$ cat src/mdc_pkg.sv
/*
  Package for the monitor downconverter configuration controller: modes, standards,
  remote command codes, limits and timing constants.
  Assumes a 10 MHz system clock.
*/
package mdc_pkg;

  localparam int unsigned CLK_HZ = 10_000_000;

  // Display modes; indicator bits follow the same order
  typedef enum logic [1:0] {
    MDC_MODE_LBOX  = 2'h0,
    MDC_MODE_AMOR  = 2'h1,
    MDC_MODE_FULL  = 2'h2,
    MDC_MODE_ZOOM  = 2'h3
  } mdc_mode_t;

  typedef enum logic [1:0] {
    MDC_STD_NONE  = 2'h0,
    MDC_STD_1080I = 2'h1,
    MDC_STD_1035I = 2'h2,
    MDC_STD_720P  = 2'h3
  } mdc_std_t;

  typedef enum logic [1:0] {
    MDC_RATE_NONE = 2'h0,
    MDC_RATE_50   = 2'h1,
    MDC_RATE_5994 = 2'h2,
    MDC_RATE_60   = 2'h3
  } mdc_rate_t;

  // Remote command port: write selects a field, apply commits pending fields
  localparam logic [2:0] MDC_CMD_MODE  = 3'h0;
  localparam logic [2:0] MDC_CMD_PED   = 3'h1;
  localparam logic [2:0] MDC_CMD_HPOS  = 3'h2;
  localparam logic [2:0] MDC_CMD_ZOOM  = 3'h3;
  localparam logic [2:0] MDC_CMD_APPLY = 3'h4;
  localparam logic [2:0] MDC_CMD_STAT  = 3'h5;

  localparam logic [3:0] MDC_SEL_MODE  = 4'h1;
  localparam logic [3:0] MDC_SEL_SHIFT = 4'h2;
  localparam logic [3:0] MDC_SEL_ZOOM  = 4'h3;
  localparam logic [3:0] MDC_SEL_PED   = 4'h4;

  localparam logic [6:0] MDC_SHIFT_1080 = 7'h3C;
  localparam logic [6:0] MDC_SHIFT_1035 = 7'h44;
  localparam logic [6:0] MDC_SHIFT_720  = 7'h28;
  localparam int unsigned MDC_PIX_PER_STEP = 8;
  localparam logic [5:0] MDC_ZOOM_MAX   = 6'h22;
  localparam int unsigned MDC_REMOTE_STEPS = 256;

  // Reset values
  localparam mdc_mode_t  MDC_RST_MODE  = MDC_MODE_LBOX;
  localparam logic [7:0] MDC_RST_SHIFT = 8'h00;
  localparam logic [5:0] MDC_RST_ZOOM  = 6'h00;
  localparam logic       MDC_RST_PED   = 1'b1;

  // Paddle auto-repeat timing; init and busy lengths of the configuring indicator
  localparam int unsigned MDC_REPEAT_DELAY_MS = 500;
  localparam int unsigned MDC_REPEAT_RATE_MS  = 100;
  localparam int unsigned MDC_REPEAT_DELAY_CYC = CLK_HZ / 1000 * MDC_REPEAT_DELAY_MS;
  localparam int unsigned MDC_REPEAT_RATE_CYC  = CLK_HZ / 1000 * MDC_REPEAT_RATE_MS;
  localparam int unsigned MDC_INIT_CYC = 16;
  localparam int unsigned MDC_BUSY_CYC = 4;

  typedef struct packed {
    mdc_mode_t  mode;
    logic [7:0] shift;   // signed steps, two's complement
    logic [5:0] zoom;
    logic       ped_on;
  } mdc_cfg_t;

  typedef struct packed {
    mdc_std_t  std;
    mdc_rate_t rate;
    logic      out_625;
  } mdc_stat_t;

endpackage : mdc_pkg
$ cat src/mdc_cfg_ctrl.sv
/*
  Configuration controller: shared settings from selector/paddle and remote port,
  mode indicators, configuring indicator, status and alarm.
  Assumes switches debounced and synchronous to clk; remote port is a plain
  address/data port with read data one cycle after the read strobe.
*/
// Contract
// - Jumper at local-only ignores all remote setting writes.
// - Jumper at alternate position accepts both local and remote changes.
// - Only selector positions 1 to 4 let the paddle act.
// - Position 1: any paddle action steps the display mode cyclically.
// - Exactly one mode indicator lit, matching the current mode.
// - Position 2: left decrements, right increments shift, Full Screen and Zoom only.
// - At minimum zoom, shift is held fixed and requests ignored.
// - Position 3 in Zoom: left raises zoom, right lowers it.
// - Position 4: left sets 7.5 percent, right 0 percent, 525-line only.
// - Held paddle in shift or zoom keeps stepping, more steps when held longer.
// - Shift range depends on input standard and zoom magnitude.
// - Configuring indicator on during init and configuration changes only.
// - Alarm raised on internal fault, configuration fault, or data error.
// - Input standard reported as 1080i, 1035i, 720p or none.
// - Field rate 50, 59.94, 60 Hz and output 525 or 625 reported.
// - Remote settings stay pending until an apply command.
// - Remote pedestal control only at 525 lines, withheld at 625.
// - Remote position on 256 scale maps to steps by max steps over 128.
// - One shift step moves picture about eight input pixels.
// - Zoom quantised to 35 values from letterbox to full screen.
// - After remote write, applied position returned on 256 scale, rounded.
// - Max shift 60 steps 1080i, 68 steps 1035i, 40 steps 720p.
// - 50 Hz input gives 625-line output; 59.94 or 60 Hz gives 525.
`timescale 1ns/1ps
`default_nettype none
module mdc_cfg_ctrl
  import mdc_pkg::*;
#(
  parameter int unsigned DELAY_CYC = MDC_REPEAT_DELAY_CYC,
  parameter int unsigned RATE_CYC  = MDC_REPEAT_RATE_CYC
) (
  input  wire logic       clk,
  input  wire logic       rst_b,
  input  wire logic       ce,
  input  wire logic       remote_lockout_jumper,
  input  wire logic [3:0] function_selector_switch,
  input  wire logic       paddle_step_switch_left,
  input  wire logic       paddle_step_switch_right,
  input  wire mdc_std_t   in_std,
  input  wire mdc_rate_t  in_rate,
  input  wire logic       internal_fault,
  input  wire logic       data_error,
  input  wire logic [2:0] rmt_addr,
  input  wire logic [7:0] rmt_wdata,
  input  wire logic       rmt_wr,
  input  wire logic       rmt_rd,
  output logic [7:0]      rmt_rdata,
  output mdc_cfg_t        cfg,
  output logic [3:0]      mode_led,
  output logic            configuring_indicator,
  output logic            alarm,
  output mdc_stat_t       stat
);
  mdc_cfg_t   cfg_r;
  mdc_cfg_t   pend_r;
  logic [7:0] pend_pos_r;
  logic       pend_valid_r;
  logic [7:0] rdata_r;
  logic [4:0] busy_r;
  logic       cfg_fault_r;
  logic       step_l;
  logic       step_r;
  logic       rep_en;
  logic [6:0] max_steps;
  logic [6:0] lim;
  logic       out_625;
  logic       remote_ok;
  logic       changed;

  function automatic logic [6:0] std_max(input mdc_std_t s);
    unique case (s)
      MDC_STD_1080I: std_max = MDC_SHIFT_1080;
      MDC_STD_1035I: std_max = MDC_SHIFT_1035;
      MDC_STD_720P:  std_max = MDC_SHIFT_720;
      MDC_STD_NONE:  std_max = 7'h00;
    endcase
  endfunction : std_max

  // Shift limit scales with zoom: zero at letterbox, full at maximum zoom
  function automatic logic [6:0] shift_lim(input logic [6:0] mx, input mdc_mode_t m,
                                           input logic [5:0] z);
    logic [12:0] p;
    p = 13'h0000;
    if (m == MDC_MODE_FULL) begin
      shift_lim = mx;
    end else if (m == MDC_MODE_ZOOM) begin
      p = 13'(mx) * 13'(z);
      shift_lim = 7'(p / 13'(MDC_ZOOM_MAX));
    end else begin
      shift_lim = 7'h00;
    end
  endfunction : shift_lim

  // Saturating signed add in the range -l..+l
  function automatic logic [7:0] sat_add(input logic [7:0] v, input logic signed [8:0] d,
                                         input logic [6:0] l);
    logic signed [9:0] s;
    s = 10'(signed'(v)) + 10'(d);
    if (s > signed'(10'(l))) begin
      sat_add = 8'(l);
    end else if (s < -signed'(10'(l))) begin
      sat_add = 8'(-signed'(10'(l)));
    end else begin
      sat_add = 8'(s);
    end
  endfunction : sat_add

  assign out_625   = (in_rate == MDC_RATE_50);
  assign max_steps = std_max(in_std);
  assign lim       = shift_lim(max_steps, cfg_r.mode, cfg_r.zoom);
  assign remote_ok = remote_lockout_jumper;
  assign rep_en    = (function_selector_switch == MDC_SEL_SHIFT)
                  || (function_selector_switch == MDC_SEL_ZOOM);

  mdc_paddle_rep #(
    .DELAY_CYC (DELAY_CYC),
    .RATE_CYC  (RATE_CYC)
  ) u_rep_left (
    .clk    (clk),
    .rst_b  (rst_b),
    .ce     (ce),
    .held   (paddle_step_switch_left && !paddle_step_switch_right),
    .rep_en (rep_en),
    .step   (step_l)
  );

  mdc_paddle_rep #(
    .DELAY_CYC (DELAY_CYC),
    .RATE_CYC  (RATE_CYC)
  ) u_rep_right (
    .clk    (clk),
    .rst_b  (rst_b),
    .ce     (ce),
    .held   (paddle_step_switch_right && !paddle_step_switch_left),
    .rep_en (rep_en),
    .step   (step_r)
  );

  // Pending remote selections; a write accepted only when lockout allows it
  always_ff @(posedge clk or negedge rst_b) begin
    if (!rst_b) begin
      pend_r       <= '{MDC_RST_MODE, MDC_RST_SHIFT, MDC_RST_ZOOM, MDC_RST_PED};
      pend_pos_r   <= 8'h00;
      pend_valid_r <= 1'b0;
    end else if (ce) begin
      if (rmt_wr && remote_ok) begin
        if (!pend_valid_r) begin
          pend_r     <= cfg_r;
          pend_pos_r <= 8'h80;
        end
        pend_valid_r <= 1'b1;
        unique case (rmt_addr)
          MDC_CMD_MODE:  pend_r.mode <= mdc_mode_t'(rmt_wdata[1:0]);
          MDC_CMD_PED:   if (!out_625) pend_r.ped_on <= rmt_wdata[0];
          MDC_CMD_HPOS:  pend_pos_r <= rmt_wdata;
          MDC_CMD_ZOOM:  pend_r.zoom <= (rmt_wdata[5:0] > MDC_ZOOM_MAX || |rmt_wdata[7:6])
                                        ? MDC_ZOOM_MAX : rmt_wdata[5:0];
          MDC_CMD_APPLY: pend_valid_r <= 1'b0;
          default:       ;
        endcase
      end
    end
  end

  // Remote slider position centred at 128: steps = (pos-128)*max/128, i.e. max*2/256 span
  function automatic logic [7:0] pos_to_shift(input logic [7:0] p, input logic [6:0] mx);
    logic signed [16:0] t;
    t = (17'(signed'({1'b0, p})) - 17'sd128) * 17'(mx);
    pos_to_shift = 8'(t / 17'sd128);
  endfunction : pos_to_shift

  // Shared settings: local paddle and remote apply both write here
  always_ff @(posedge clk or negedge rst_b) begin
    if (!rst_b) begin
      cfg_r <= '{MDC_RST_MODE, MDC_RST_SHIFT, MDC_RST_ZOOM, MDC_RST_PED};
    end else if (ce) begin
      if (rmt_wr && remote_ok && rmt_addr == MDC_CMD_APPLY && pend_valid_r) begin
        cfg_r.mode   <= pend_r.mode;
        cfg_r.zoom   <= pend_r.zoom;
        cfg_r.ped_on <= pend_r.ped_on;
        // A zero limit (minimum zoom) parks the shift at centre in the same cycle
        cfg_r.shift <= sat_add(8'h00,
                       9'(signed'(pos_to_shift(pend_pos_r, std_max(in_std)))),
                       shift_lim(max_steps, pend_r.mode, pend_r.zoom));
      end else if (step_l || step_r) begin
        unique case (function_selector_switch)
          MDC_SEL_MODE: cfg_r.mode <= mdc_mode_t'(cfg_r.mode + 2'h1);
          MDC_SEL_SHIFT: begin
            if ((cfg_r.mode == MDC_MODE_FULL || cfg_r.mode == MDC_MODE_ZOOM) && lim != 7'h00) begin
              cfg_r.shift <= sat_add(cfg_r.shift, step_l ? -9'sd1 : 9'sd1, lim);
            end
          end
          MDC_SEL_ZOOM: begin
            if (cfg_r.mode == MDC_MODE_ZOOM) begin
              if (step_l && cfg_r.zoom != MDC_ZOOM_MAX) begin
                cfg_r.zoom <= cfg_r.zoom + 6'h01;
              end else if (step_r && cfg_r.zoom != 6'h00) begin
                cfg_r.zoom <= cfg_r.zoom - 6'h01;
              end
            end
          end
          MDC_SEL_PED: if (!out_625) cfg_r.ped_on <= step_l;
          default: ;
        endcase
      end else if (cfg_r.mode != MDC_MODE_FULL && cfg_r.mode != MDC_MODE_ZOOM) begin
        cfg_r.shift <= cfg_r.shift;
      end else if (sat_add(cfg_r.shift, 9'sd0, lim) != cfg_r.shift) begin
        // Zoom shrank beneath the current shift: pull it back inside the range
        cfg_r.shift <= sat_add(cfg_r.shift, 9'sd0, lim);
      end
    end
  end

  assign changed = ce && (
    (rmt_wr && remote_ok && rmt_addr == MDC_CMD_APPLY && pend_valid_r) ||
    ((step_l || step_r) && function_selector_switch >= MDC_SEL_MODE
     && function_selector_switch <= MDC_SEL_PED));

  // Busy counter covers initialisation and each configuration change
  always_ff @(posedge clk or negedge rst_b) begin
    if (!rst_b) begin
      busy_r <= 5'(MDC_INIT_CYC);
    end else if (ce) begin
      if (changed) begin
        busy_r <= 5'(MDC_BUSY_CYC);
      end else if (busy_r != 5'h00) begin
        busy_r <= busy_r - 5'h01;
      end
    end
  end

  // Configuration fault: only one of standard and rate detected, or a 50 Hz input that is not 1080i
  always_ff @(posedge clk or negedge rst_b) begin
    if (!rst_b) begin
      cfg_fault_r <= 1'b0;
    end else if (ce) begin
      cfg_fault_r <= (in_std == MDC_STD_NONE) != (in_rate == MDC_RATE_NONE)
                  || (in_std != MDC_STD_1080I && in_rate == MDC_RATE_50);
    end
  end

  // Remote read-back; position converted back to the 256 scale, rounded
  function automatic logic [7:0] shift_to_pos(input logic [7:0] s, input logic [6:0] mx);
    logic signed [16:0] t;
    logic signed [16:0] q;
    t = 17'sd0;
    q = 17'sd0;
    if (mx == 7'h00) begin
      shift_to_pos = 8'h80;
    end else begin
      // Signed division throughout; half a step added away from zero rounds
      t = 17'(signed'(s)) * 17'sd128;
      if (t < 17'sd0) begin
        t = t - signed'(17'(mx >> 1));
      end else begin
        t = t + signed'(17'(mx >> 1));
      end
      q = t / signed'(17'(mx));
      shift_to_pos = 8'(q + 17'sd128);
    end
  endfunction : shift_to_pos

  always_ff @(posedge clk or negedge rst_b) begin
    if (!rst_b) begin
      rdata_r <= 8'h00;
    end else if (ce) begin
      if (rmt_rd) begin
        unique case (rmt_addr)
          MDC_CMD_MODE: rdata_r <= {6'h00, cfg_r.mode};
          MDC_CMD_PED:  rdata_r <= {7'h00, cfg_r.ped_on & !out_625};
          MDC_CMD_HPOS: rdata_r <= shift_to_pos(cfg_r.shift, max_steps);
          MDC_CMD_ZOOM: rdata_r <= {2'h0, cfg_r.zoom};
          MDC_CMD_STAT: rdata_r <= {2'h0, pend_valid_r, out_625, in_rate, in_std};
          default:      rdata_r <= 8'h00;
        endcase
      end else begin
        rdata_r <= 8'h00;
      end
    end
  end

  assign rmt_rdata             = rdata_r;
  assign cfg                   = cfg_r;
  assign mode_led              = 4'h1 << cfg_r.mode;
  assign configuring_indicator = (busy_r != 5'h00);
  assign alarm                 = internal_fault || data_error || cfg_fault_r;
  assign stat                  = '{in_std, in_rate, out_625};
endmodule : mdc_cfg_ctrl
`default_nettype wire

$ cat src/mdc_paddle_rep.sv
/*
  Paddle auto-repeat: one step pulse on press, then repeated pulses while held.
  Assumes paddle inputs are debounced and synchronous to clk.
*/
`timescale 1ns/1ps
`default_nettype none
module mdc_paddle_rep
  import mdc_pkg::*;
#(
  parameter int unsigned DELAY_CYC = MDC_REPEAT_DELAY_CYC,
  parameter int unsigned RATE_CYC  = MDC_REPEAT_RATE_CYC
) (
  input  wire logic clk,
  input  wire logic rst_b,
  input  wire logic ce,
  input  wire logic held,
  input  wire logic rep_en,
  output logic      step
);
  logic [23:0] cnt_r;
  logic        held_r;

  always_ff @(posedge clk or negedge rst_b) begin
    if (!rst_b) begin
      held_r <= 1'b0;
    end else if (ce) begin
      held_r <= held;
    end
  end

  // Counter restarts the repeat interval after each pulse, so steps grow with hold time
  always_ff @(posedge clk or negedge rst_b) begin
    if (!rst_b) begin
      cnt_r <= 24'h000000;
    end else if (ce) begin
      if (!held || !held_r) begin
        cnt_r <= 24'(DELAY_CYC);
      end else if (cnt_r == 24'h000000) begin
        cnt_r <= 24'(RATE_CYC);
      end else begin
        cnt_r <= cnt_r - 24'h000001;
      end
    end
  end

  assign step = ce && held && (!held_r || (rep_en && cnt_r == 24'h000000));
endmodule : mdc_paddle_rep
`default_nettype wire

$ cat config.mk
export PLATFORM = sky130hd
export DESIGN_NAME = mdc_cfg_ctrl
export DESIGN_NICKNAME = d
export VERILOG_FILES = /design/src/mdc_pkg.sv /design/src/mdc_cfg_ctrl.sv /design/src/mdc_paddle_rep.sv
export SDC_FILE = /design/constraint.sdc
export NUM_CORES = 1
export LEC_CHECK = 0
export BUFFER_PORTS_ARGS = -buffer_cell sky130_fd_sc_hd__buf_4
export CAP_MARGIN = 20
export CORE_ASPECT_RATIO = 0.6
export CORE_MARGIN = 2
export CORE_UTILIZATION = 65
export DETAILED_ROUTE_END_ITERATION = 12
export PLACE_DENSITY_LB_ADDON = 0.3
export SYNTH_ARGS = -nofsm -noshare
export SYNTH_HDL_FRONTEND = slang
export SYNTH_SLANG_ARGS = --single-unit
export TNS_END_PERCENT = 100
$ cat constraint.sdc
create_clock -name clk -period 67.1 [get_ports clk]
set_clock_uncertainty 0.15 [all_clocks]
set_input_delay 20.13 -clock clk [delete_from_list [all_inputs] [get_ports clk]]
set_output_delay 20.13 -clock clk [all_outputs]
set_load 0.05 [all_outputs]
## Word level (Yosys, flattened, before mapping)

Cells that the tools add are included.

| word-level totals | value |
|---|---|
| register bits after elaboration | 107 |

| cells by class | value |
|---|---|
| div/mod/pow operators | 3 |
| add/sub/neg operators | 14 |
| multiply operators | 3 |
| shift operators | 1 |
| magnitude comparators | 10 |
| equality and inequality tests | 30 |
| bitwise gates (word level) | 3 |
| mux-type cells | 58 |
| reductions and logical operators | 67 |

Operators by type and width:

| kind | number |
|---|---|
| $mux 8 | 19 |
| $mux 17 | 7 |
| $mux 24 | 4 |
| $mux 7 | 9 |
| $logic_not 24->1 | 2 |
| $sub 24x1->24 const B | 2 |
| $pmux 8 s5 | 1 |
| $mux 6 | 6 |
| $pmux 7 s4 | 1 |
| $div 13x6->13 const B | 2 |
| $mul 7x6->13 | 2 |
| $lt 8x10->1 | 2 |
| $neg 7->10 | 2 |
| $logic_and 1x1->1 | 19 |
| $div 17x8->17 | 1 |
| $mul 9x8->17 | 1 |
| $add 15x7->16 | 1 |
| $gt 8x8->1 | 2 |
| $sub 15x7->16 | 1 |
| $lt 15x1->1 const B | 1 |
| $reduce_and 3->1 | 5 |
| $eq 2x2->1 const B | 6 |
| $logic_or 1x1->1 | 12 |
| $reduce_bool 2->1 | 6 |
| other kinds (47) | 75 |

## Longest topological paths before layout

Gate-level depths: netlist (run 1).

| depth | value |
|---|---|
| depth after elaboration | 19 |
| gate-level depth with buffers | 150 |
| depth with buffers taken out | 142 |

## By module

From an unflattened synthesis (run 1), not the netlist that was laid out.

| second synthesis, totals | value |
|---|---|
| cells, all modules | 2,520 |
| area total of the unflattened synthesis | 19,453.7 um^2 |

Modules (own cells, without submodules):

| module | cells each | sequential area each (um^2) | times used | area each (um^2) |
|---|---|---|---|---|
| mdc_cfg_ctrl | 2,191 | 1,229.9 | 1 | 16,418.2 |
| mdc_paddle_rep (u_rep_left) | 164 | 625.6 | 1 | 1,554.0 |
| mdc_paddle_rep (u_rep_right) | 165 | 625.6 | 1 | 1,481.4 |

## Worst setup path after synthesis (run 1)

No wires, ideal clock.

| timing | value |
|---|---|
| path type | input port to flip-flop |
| from | input port in_std[1] |
| to | register rdata_r[1], in the netlist rmt_rdata[1] |
| cell stages on the path | 138 |
| arrival time | 45.693 ns |
| slack | 21.134 ns |
| required time | 66.827 ns |
| cell sequence | clkbuf_1 > inv_1 > ha_1 > buf_2 > or4_4 > a2111oi_4 > nand4_1 > nor3_1 > a21oi_1 > inv_1 > ha_1 > o21a_1 > o31a_1 > mux2_1 > ha_1 > a21oi_1 > nand2_1 > a31oi_1 > [... 102 more ...] > nand2_1 > inv_2 > nand2_1 > o31ai_1 > ha_1 > nor2b_1 > o21ai_0 > nand2b_1 > a21oi_1 > o21ai_0 > a311oi_2 > o211ai_2 > nor2_1 > nor4b_2 > ha_1 > mux2_2 > a21oi_1 > o2bb2ai_1 |

| between the ends | value |
|---|---|
| cells in the longest elaborated chain, start to end | 13 |
| elaborated cells between the ends (all ways) | 18 |
| classes of those cells | add/sub (3); div (1); eq/ne (3); mux (9); reduce/logical (2) |

Ends and longest elaborated chain:

| item | RTL line | source |
|---|---|---|
| from (decl) | mdc_cfg_ctrl.sv:46 | `input wire mdc_std_t in_std,` |
| $eq 2x2->1, or another cell as far along | mdc_cfg_ctrl.sv:78 | `unique case (s)` |
| $pmux 7 s4 | mdc_cfg_ctrl.sv:78 |  |
| $add 15x7->16 / $sub 15x7->16 (equally long branches) | mdc_cfg_ctrl.sv:263, mdc_cfg_ctrl.sv:261 |  |
| $mux 17 | mdc_cfg_ctrl.sv:260 | `if (t < 17'sd0) begin` |
| $mux 17 | mdc_cfg_ctrl.sv:255 | `if (mx == 7'h00) begin` |
| $mux 17 | mdc_cfg_ctrl.sv:275 | `unique case (rmt_addr)` |
| $mux 17 | mdc_cfg_ctrl.sv:274 | `if (rmt_rd) begin` |
| $mux 17 | mdc_cfg_ctrl.sv:273 | `end else if (ce) begin` |
| $div 17x8->17 | mdc_cfg_ctrl.sv:265 | `q = t / signed'(17'(mx));` |
| $add 8x8->8 | mdc_cfg_ctrl.sv:266 | `shift_to_pos = 8'(q + 17'sd128);` |
| $mux 8 | mdc_cfg_ctrl.sv:255 |  |
| $pmux 8 s5 (*) | mdc_cfg_ctrl.sv:275 |  |
| $mux 8 (*) | mdc_cfg_ctrl.sv:274 |  |
| to (signal assigned) | mdc_cfg_ctrl.sv:276 | `MDC_CMD_MODE: rdata_r <= {6'h00, cfg_r.mode};` |
| to (signal assigned) | mdc_cfg_ctrl.sv:277 | `MDC_CMD_PED: rdata_r <= {7'h00, cfg_r.ped_on & !out_625};` |
| to (signal assigned) | mdc_cfg_ctrl.sv:278 | `MDC_CMD_HPOS: rdata_r <= shift_to_pos(cfg_r.shift, max_steps);` |
| to (decl) | mdc_cfg_ctrl.sv:65 | `logic [7:0] rdata_r;` |

Every way passes the cells marked *; elsewhere a longest branch is shown, timed or not. The select of a mux whose other input is x is not followed.
A chain may end at the register's enable or synchronous reset.

## Worst setup path in the final report (run 1)

| timing | value |
|---|---|
| from | input port in_std[1] |
| to | register rdata_r[4], in the netlist rmt_rdata[4] |

| between the ends | value |
|---|---|
| cells in the longest elaborated chain, start to end | 13 |
| elaborated cells between the ends (all ways) | 18 |
| classes of those cells | add/sub (3); div (1); eq/ne (3); mux (9); reduce/logical (2) |

Ends and longest elaborated chain:

| item | RTL line |
|---|---|
| $eq 2x2->1, or another cell as far along | mdc_cfg_ctrl.sv:78 |
| $pmux 7 s4 (*) | mdc_cfg_ctrl.sv:78 |
| $add 15x7->16 / $sub 15x7->16 (equally long branches) | mdc_cfg_ctrl.sv:263, mdc_cfg_ctrl.sv:261 |
| $mux 17 | mdc_cfg_ctrl.sv:260 |
| $mux 17 | mdc_cfg_ctrl.sv:255 |
| $mux 17 | mdc_cfg_ctrl.sv:275 |
| $mux 17 | mdc_cfg_ctrl.sv:274 |
| $mux 17 | mdc_cfg_ctrl.sv:273 |
| $div 17x8->17 | mdc_cfg_ctrl.sv:265 |
| $add 8x8->8 | mdc_cfg_ctrl.sv:266 |
| $mux 8 (*) | mdc_cfg_ctrl.sv:255 |
| $pmux 8 s5 (*) | mdc_cfg_ctrl.sv:275 |
| $mux 8 (*) | mdc_cfg_ctrl.sv:274 |

Marks and branches as above.

==> flow_summary.yaml, run 1 <==
sta:
  finalCritPeriodShare: 0.7551
  tns_ps: 0
  timing.fmax_mhz: 19.74
  rsz0062_at_grt: "false"
  setup_viol: 0
  tightestPinTransition_ps: 1111
  finalHoldViolCount: 0
  slew_headroom: 0.2560
  whs_ps: 358.6
  period_needed_ps: 50660
  slew_viol_final: 0
job:
  maxCapViolCount: 0
clock_tree:
  clockBufferDepth: 2
  clkLatencyLatePin_ps: 360
  cts_sinks: 99
  htree_levels: 3
  cts_setup_buffers: 0
  clk_pin_slew_ps: 70
  cts_tree: "built"
  hold_buffers: 0
  cts-buffers-inserted: 9
  clockRootBuffer: "clkbuf_16"
  postCtsResizedCells: 0
synth:
  ys_seq_area_frac: 0.1311
  yosys.area_share.simple: 0.2546
  synthFlopType: "dfrtp_1"
  synth-xor-area-share: 0.06452
  yosys_warnings: 0
  synth_top_family_by_area: "compound AO/OA/AOI/OAI gates"
  synth_mux_area_frac: 0.02862
  synth_top_area_cell: "ha_1"
  synth_edf_count: 0
  synthAdderAreaFrac: 0.2069
  syn_inst: 2471
  synth_top_area_frac: 0.1487
  syn_area_per_cell_sq_um: 7.660
  synthArstFlopShare: 1.000
  ys_types: 123
  ys_top_cells_by_area: "ha_1 15%, dfrtp_1 13%, fa_1 5.7%"
  ys_ff_latch: 99
  netlist_area_sq_mm: 0.01893
  synth_compound_area_frac: 0.2609
placement:
  finalWeightedCongestion: 0.9862
  hpwl_um: 46000
  placedCellCount: 2842
  io_buffers: 64
global_route:
  grtUsageTotal: 0.3767
  grt_pass1_wl_um: 93350
  grt_remaining_overflow: 0
  grt_max_degree: 54
  antenna_found_initial: 1
  first_global_vias: 17640
finish:
  fin_cells: 2860
  seq_area_sq_mm: 0.002481
  fill_cells: 2348
  area_growth_pct: 5.527
  utilization: 0.6957
  antennaDiodeCount: 0
  multi_input_area_sq_mm: 0.01544
  final_nets: 2788
  drive_gt1_frac: 0.07968
detailed_routing:
  viasPerCell: 6.805
  post_drt_wl_per_cell_um: 20.28
  drc: 0
  vias: 19460
  wl_um: 58010
  final_antenna_net_count: 0
  drt_first_pass_iters: 7
  drtIter0Drc: 2456
worst_setup_path:
  cp-end-kind: "flop"
  start_kind: "input pin"
  critPathKind: "input pin to flop"
  crit_required_ps: 67230
  crit_top_cell: "o21a_1"
  cp_max_fo: 14
  cp.arrival_ps: 50800
  slowest_stage: "o41ai_1"
  cp_slowest_stage_delay_ps: 700
min_path:
  hold_path.class: "flop to flop"
outcome:
  outcome: "finished, final reports clean"
floorplan:
  die_h_um: 136.2
  num_io_pins: 65
  die_area_sq_mm: 0.03054
  dieWidth_um: 224.3
  rows: 48
  fp.coreArea_sq_mm: 0.02871
  initial_core_util: 0.6593
==> placed cells by master (no fill, tap or decap), types with 32 or more instances in the layout <==
master,n
inv_1,158
o211ai_1,34
fa_1,54
nand3_1,66
a21o_1,33
o21a_1,52
o21ai_0,125
buf_4,83
a31oi_1,32
nand2_1,234
dfrtp_1,96
and2_1,70
nor2b_1,50
nor2_1,212
a21oi_1,140
nand2b_1,35
o31ai_1,33
ha_1,225
xnor2_1,92
nor3_1,86
nor4_1,37
xor2_1,43
==> cell type report <==
type | count | share of cell area
clock buffers | 9 | 0.01128
repair buffers | 85 | 0.03276
inverters | 163 | 0.03063
multi-input cells | 2122 | 0.7732
well taps | 375 | 0.02349
flip-flops and latches | 99 | 0.1242
clock inverters | 7 | 0.004448
==> cell usage after synthesis, types with 9 or more instances <==
| cell type | number |
|---|---|
| a211o_1 | 9 |
| inv_1 | 158 |
| o211ai_1 | 34 |
| fa_1 | 54 |
| nor2b_1 | 50 |
| o21ai_0 | 125 |
| nor4_1 | 37 |
| a31oi_1 | 32 |
| mux2i_1 | 20 |
| a22oi_1 | 12 |
| a21oi_1 | 140 |
| and3_1 | 28 |
| nand3_1 | 66 |
| dfrtp_1 | 96 |
| o21a_1 | 52 |
| a211oi_1 | 15 |
| nor2_1 | 212 |
| nand2_1 | 234 |
| ha_1 | 225 |
| o31ai_1 | 33 |
| mux2_2 | 23 |
| o21bai_1 | 10 |
| o22ai_1 | 18 |
| nor3_1 | 86 |
| nor3b_1 | 16 |
| or3_1 | 30 |
| or2_2 | 13 |
| xnor2_1 | 92 |
| nand2b_1 | 35 |
| buf_2 | 13 |
| nand4_1 | 18 |
| xor2_1 | 43 |
| clkbuf_1 | 60 |
| o21ai_1 | 22 |
| and2_1 | 70 |
| a22o_1 | 14 |
| o41ai_1 | 10 |
| a21o_1 | 33 |
| o31a_1 | 10 |
==> flip-flops by register name (all words and copies together), names as in the netlist, 5 cells and up <==
name	cells
busy_r	5
cfg	17
pend_pos_r	8
pend_r	9
rmt_rdata	8
u_rep_left.cnt_r	24
u_rep_right.cnt_r	24
==> worst paths after layout <==
path,startpoint,end,slack [ps],cells past startpoint
worst max-delay path,in_std[1],rmt_rdata[4]$_DFFE_PN0P_,16440,137
worst max register to register,cfg[8]$_DFFE_PN0P_,rmt_rdata[4]$_DFFE_PN0P_,35990,134
worst min-delay path,pend_r[0]$_DFFE_PN1P_,pend_r[0]$_DFFE_PN1P_,360,2
min in group asynchronous,rst_b,pend_pos_r[4]$_DFFE_PN0P_,19650,1
worst min register to register,pend_r[0]$_DFFE_PN1P_,pend_r[0]$_DFFE_PN1P_,360,2
max in group asynchronous,rst_b,rmt_rdata[6]$_DFFE_PN0P_,46070,2
==> worst max-delay path: cells and delay by family <==
| family | cells | cell delay, ps |
|---|---|---|
| AND/OR/NAND/NOR | 48 | 10160 |
| multiplexers | 5 | 1340 |
| adder cells (fa/ha/maj) | 15 | 4380 |
| XOR/XNOR | 1 | 200 |
| buffers and inverters | 6 | 940 |
| AO/OA/AOI/OAI | 62 | 13580 |
==> per-stage QoR <==
step | instance area, sq um | setup slack, ps
2_1_floorplan | 18930 | 21130
3_3_place_gp | 19620 | 17900
3_5_place_dp | 19620 | 16620
4_1_cts | 19940 | 16880
5_1_grt | 19970 | 14130
6_report | 19970 | 16440
==> routing by layer <==
layer,vias up,global-route usage,share of wire
met3,69,0.06786,0.12
li1,9087,-,-
met1,9192,0.5915,0.47
met5,-,0,0.00022
met4,2,0.06034,0.012
met2,1112,0.5369,0.40
==> cell families (layout without fill, tap and decap cells) <==
group	Yosys count	count (layout)
and+or+nand+nor	948	948
AOI/OAI and AO/OA	706	706
other	1	2
adders and majority gates	281	281
DFF	99	99
muxes	48	48
buffers and inverters	251	264
xor gates and xnor gates	137	137
Power of run 1 is not shown: default switching activity piles up to over one toggle a cycle in this logic, so the estimate is an artifact.
==> inputs of run 2 (changes only) <==
==> constraint.sdc (replaced) <==
create_clock -name clk -period 50.8 [get_ports clk]
set_clock_uncertainty 0.15 [all_clocks]
set_input_delay 15.24 -clock clk [delete_from_list [all_inputs] [get_ports clk]]
set_output_delay 15.24 -clock clk [all_outputs]
set_load 0.05 [all_outputs]
==> run 2 against run 1 <==
  * Clock-buffer cell count unchanged
  * Critical path depth down 3
  * Final cell count unchanged
  * Wire length about the same
  * Hold slack better by 5.5 ps
  * Die area unchanged
  * Setup slack worse by 12000 ps
  * Sequential share of layout area about the same
  * Global-route usage down 0.23 points
  * Largest cell class unchanged
==> flow_summary.yaml, run 2 (synthesized netlist as in run 1, its figures left out) <==
global_route:
  use_met3: 0.07716
  grt_max_degree: 67
  grt_pass1_wl_um: 92990
  first_global_vias: 17790
  use_met2: 0.5340
  grtUsageMet1: 0.5784
  grt_remaining_overflow: 0
  antenna_found_initial: 0
  top_usage_layer: "met1"
  grtUsageTotal: 0.3745
sta:
  slew_viol_final: 0
  whs_ps: 364.1
  setup_viol: 0
  finalCritPeriodShare: 0.9050
  finalHoldViolCount: 0
  tightestPinTransition_ps: 1034
  slew_headroom: 0.3022
  timing.fmax_mhz: 21.75
  period_needed_ps: 45980
  tns_ps: 0
  rsz0062_at_grt: "false"
detailed_routing:
  drc: 0
  viasPerCell: 6.823
  vias: 19510
  drtIter0Drc: 2491
  final_antenna_net_count: 0
  drt_first_pass_iters: 6
  wl_um: 58050
  post_drt_wl_per_cell_um: 20.30
clock_tree:
  clockBufferDepth: 2
  hold_buffers: 0
  cts-buffers-inserted: 9
  clockRootBuffer: "clkbuf_16"
  cts_setup_buffers: 0
  htree_levels: 3
  clk_pin_slew_ps: 80
  cts_sinks: 99
  cts_tree: "built"
  clkLatencyLatePin_ps: 350
  postCtsResizedCells: 0
worst_setup_path:
  cp-end-kind: "flop"
  slowest_stage: "or4_4"
  cp.arrival_ps: 46060
  r2r_cells: 131
  start_kind: "input pin"
  cp_slowest_stage_delay_ps: 670
  reg2reg_from: "cfg[8]$_DFFE_PN0P_"
  r2r_end: "rmt_rdata[6]$_DFFE_PN0P_"
  cp_max_fo: 27
  crit_top_cell: "o21a_1"
  critPathKind: "input pin to flop"
  crit_required_ps: 50880
  rrSetupSlack_ps: 19780
floorplan:
  die_h_um: 136.2
  dieWidth_um: 224.3
  fp.coreArea_sq_mm: 0.02871
  die_area_sq_mm: 0.03054
  rows: 48
  initial_core_util: 0.6593
  num_io_pins: 65
finish:
  area_growth_pct: 5.447
  final_common_cell: "nand2_1"
  fin_cells: 2860
  antennaDiodeCount: 0
  drive_gt1_frac: 0.07928
  layout_common_cells: "234 x nand2_1, 225 x ha_1, 212 x nor2_1, 158 x inv_1, 140 x a21oi_1"
  final_nets: 2788
job:
  maxCapViolCount: 0
placement:
  hpwl_um: 45340
  io_buffers: 64
  placedCellCount: 2840
  finalWeightedCongestion: 0.9831
outcome:
  outcome: "finished, final reports clean"
min_path:
  holdPathEnd: "u_rep_right.cnt_r[16]$_DFFE_PN0P_"
  hold_depth: 2
  min_from: "u_rep_right.cnt_r[16]$_DFFE_PN0P_"
  hold_path.class: "flop to flop"
## run 2: per-stage QoR
stage,setup WS (ps),cell area (sq um),utilization
finish,4824,19960,0.6952
global route,2127,19960,0.6952
CTS,5665,19920,0.6938
detailed placement,5337,19610,0.6832
global placement,6666,19610,0.6832
floorplan,9724,18930,-
## run 2: worst max-delay path by stage
stage | end | cells after the start | from
2_1_floorplan | rmt_rdata[1]$_DFFE_PN0P_ | 138 | in_std[1]
3_3_place_gp | rmt_rdata[6]$_DFFE_PN0P_ | 137 | in_std[1]
3_5_place_dp | rmt_rdata[4]$_DFFE_PN0P_ | 136 | in_std[1]
4_1_cts | rmt_rdata[6]$_DFFE_PN0P_ | 134 | in_std[1]
5_1_grt | rmt_rdata[4]$_DFFE_PN0P_ | 137 | in_std[1]
6_report | rmt_rdata[6]$_DFFE_PN0P_ | 134 | in_std[1]
## run 2: critical path, delay by kind of cell
family	cells	cell delay, ps
xor gates and xnor gates	1	370
AOI/OAI and AO/OA	61	13470
muxes	5	1260
buffers and inverters	6	900
and+or+nand+nor	46	10240
adders and majority gates	15	4520
## run 2: layout make-up
class	instances	area [sq um]
Multi-Input combinational cell	2122	15440
Fill cell	2338	8750
Sequential cell	99	2481
Timing Repair Buffer	85	648.1
Inverter	163	611.8
Tap cell	375	469.2
Clock buffer	9	225.2
Clock inverter	7	80.08
## run 2: routing by layer
layer / wire [um] / vias to the layer above
met5: 0 / -
met4: 874 / 0
met3: 6769 / 97
met2: 23440 / 1111
met1: 26970 / 9240
li1: - / 9066
Power of run 2 is left out for the same reason.
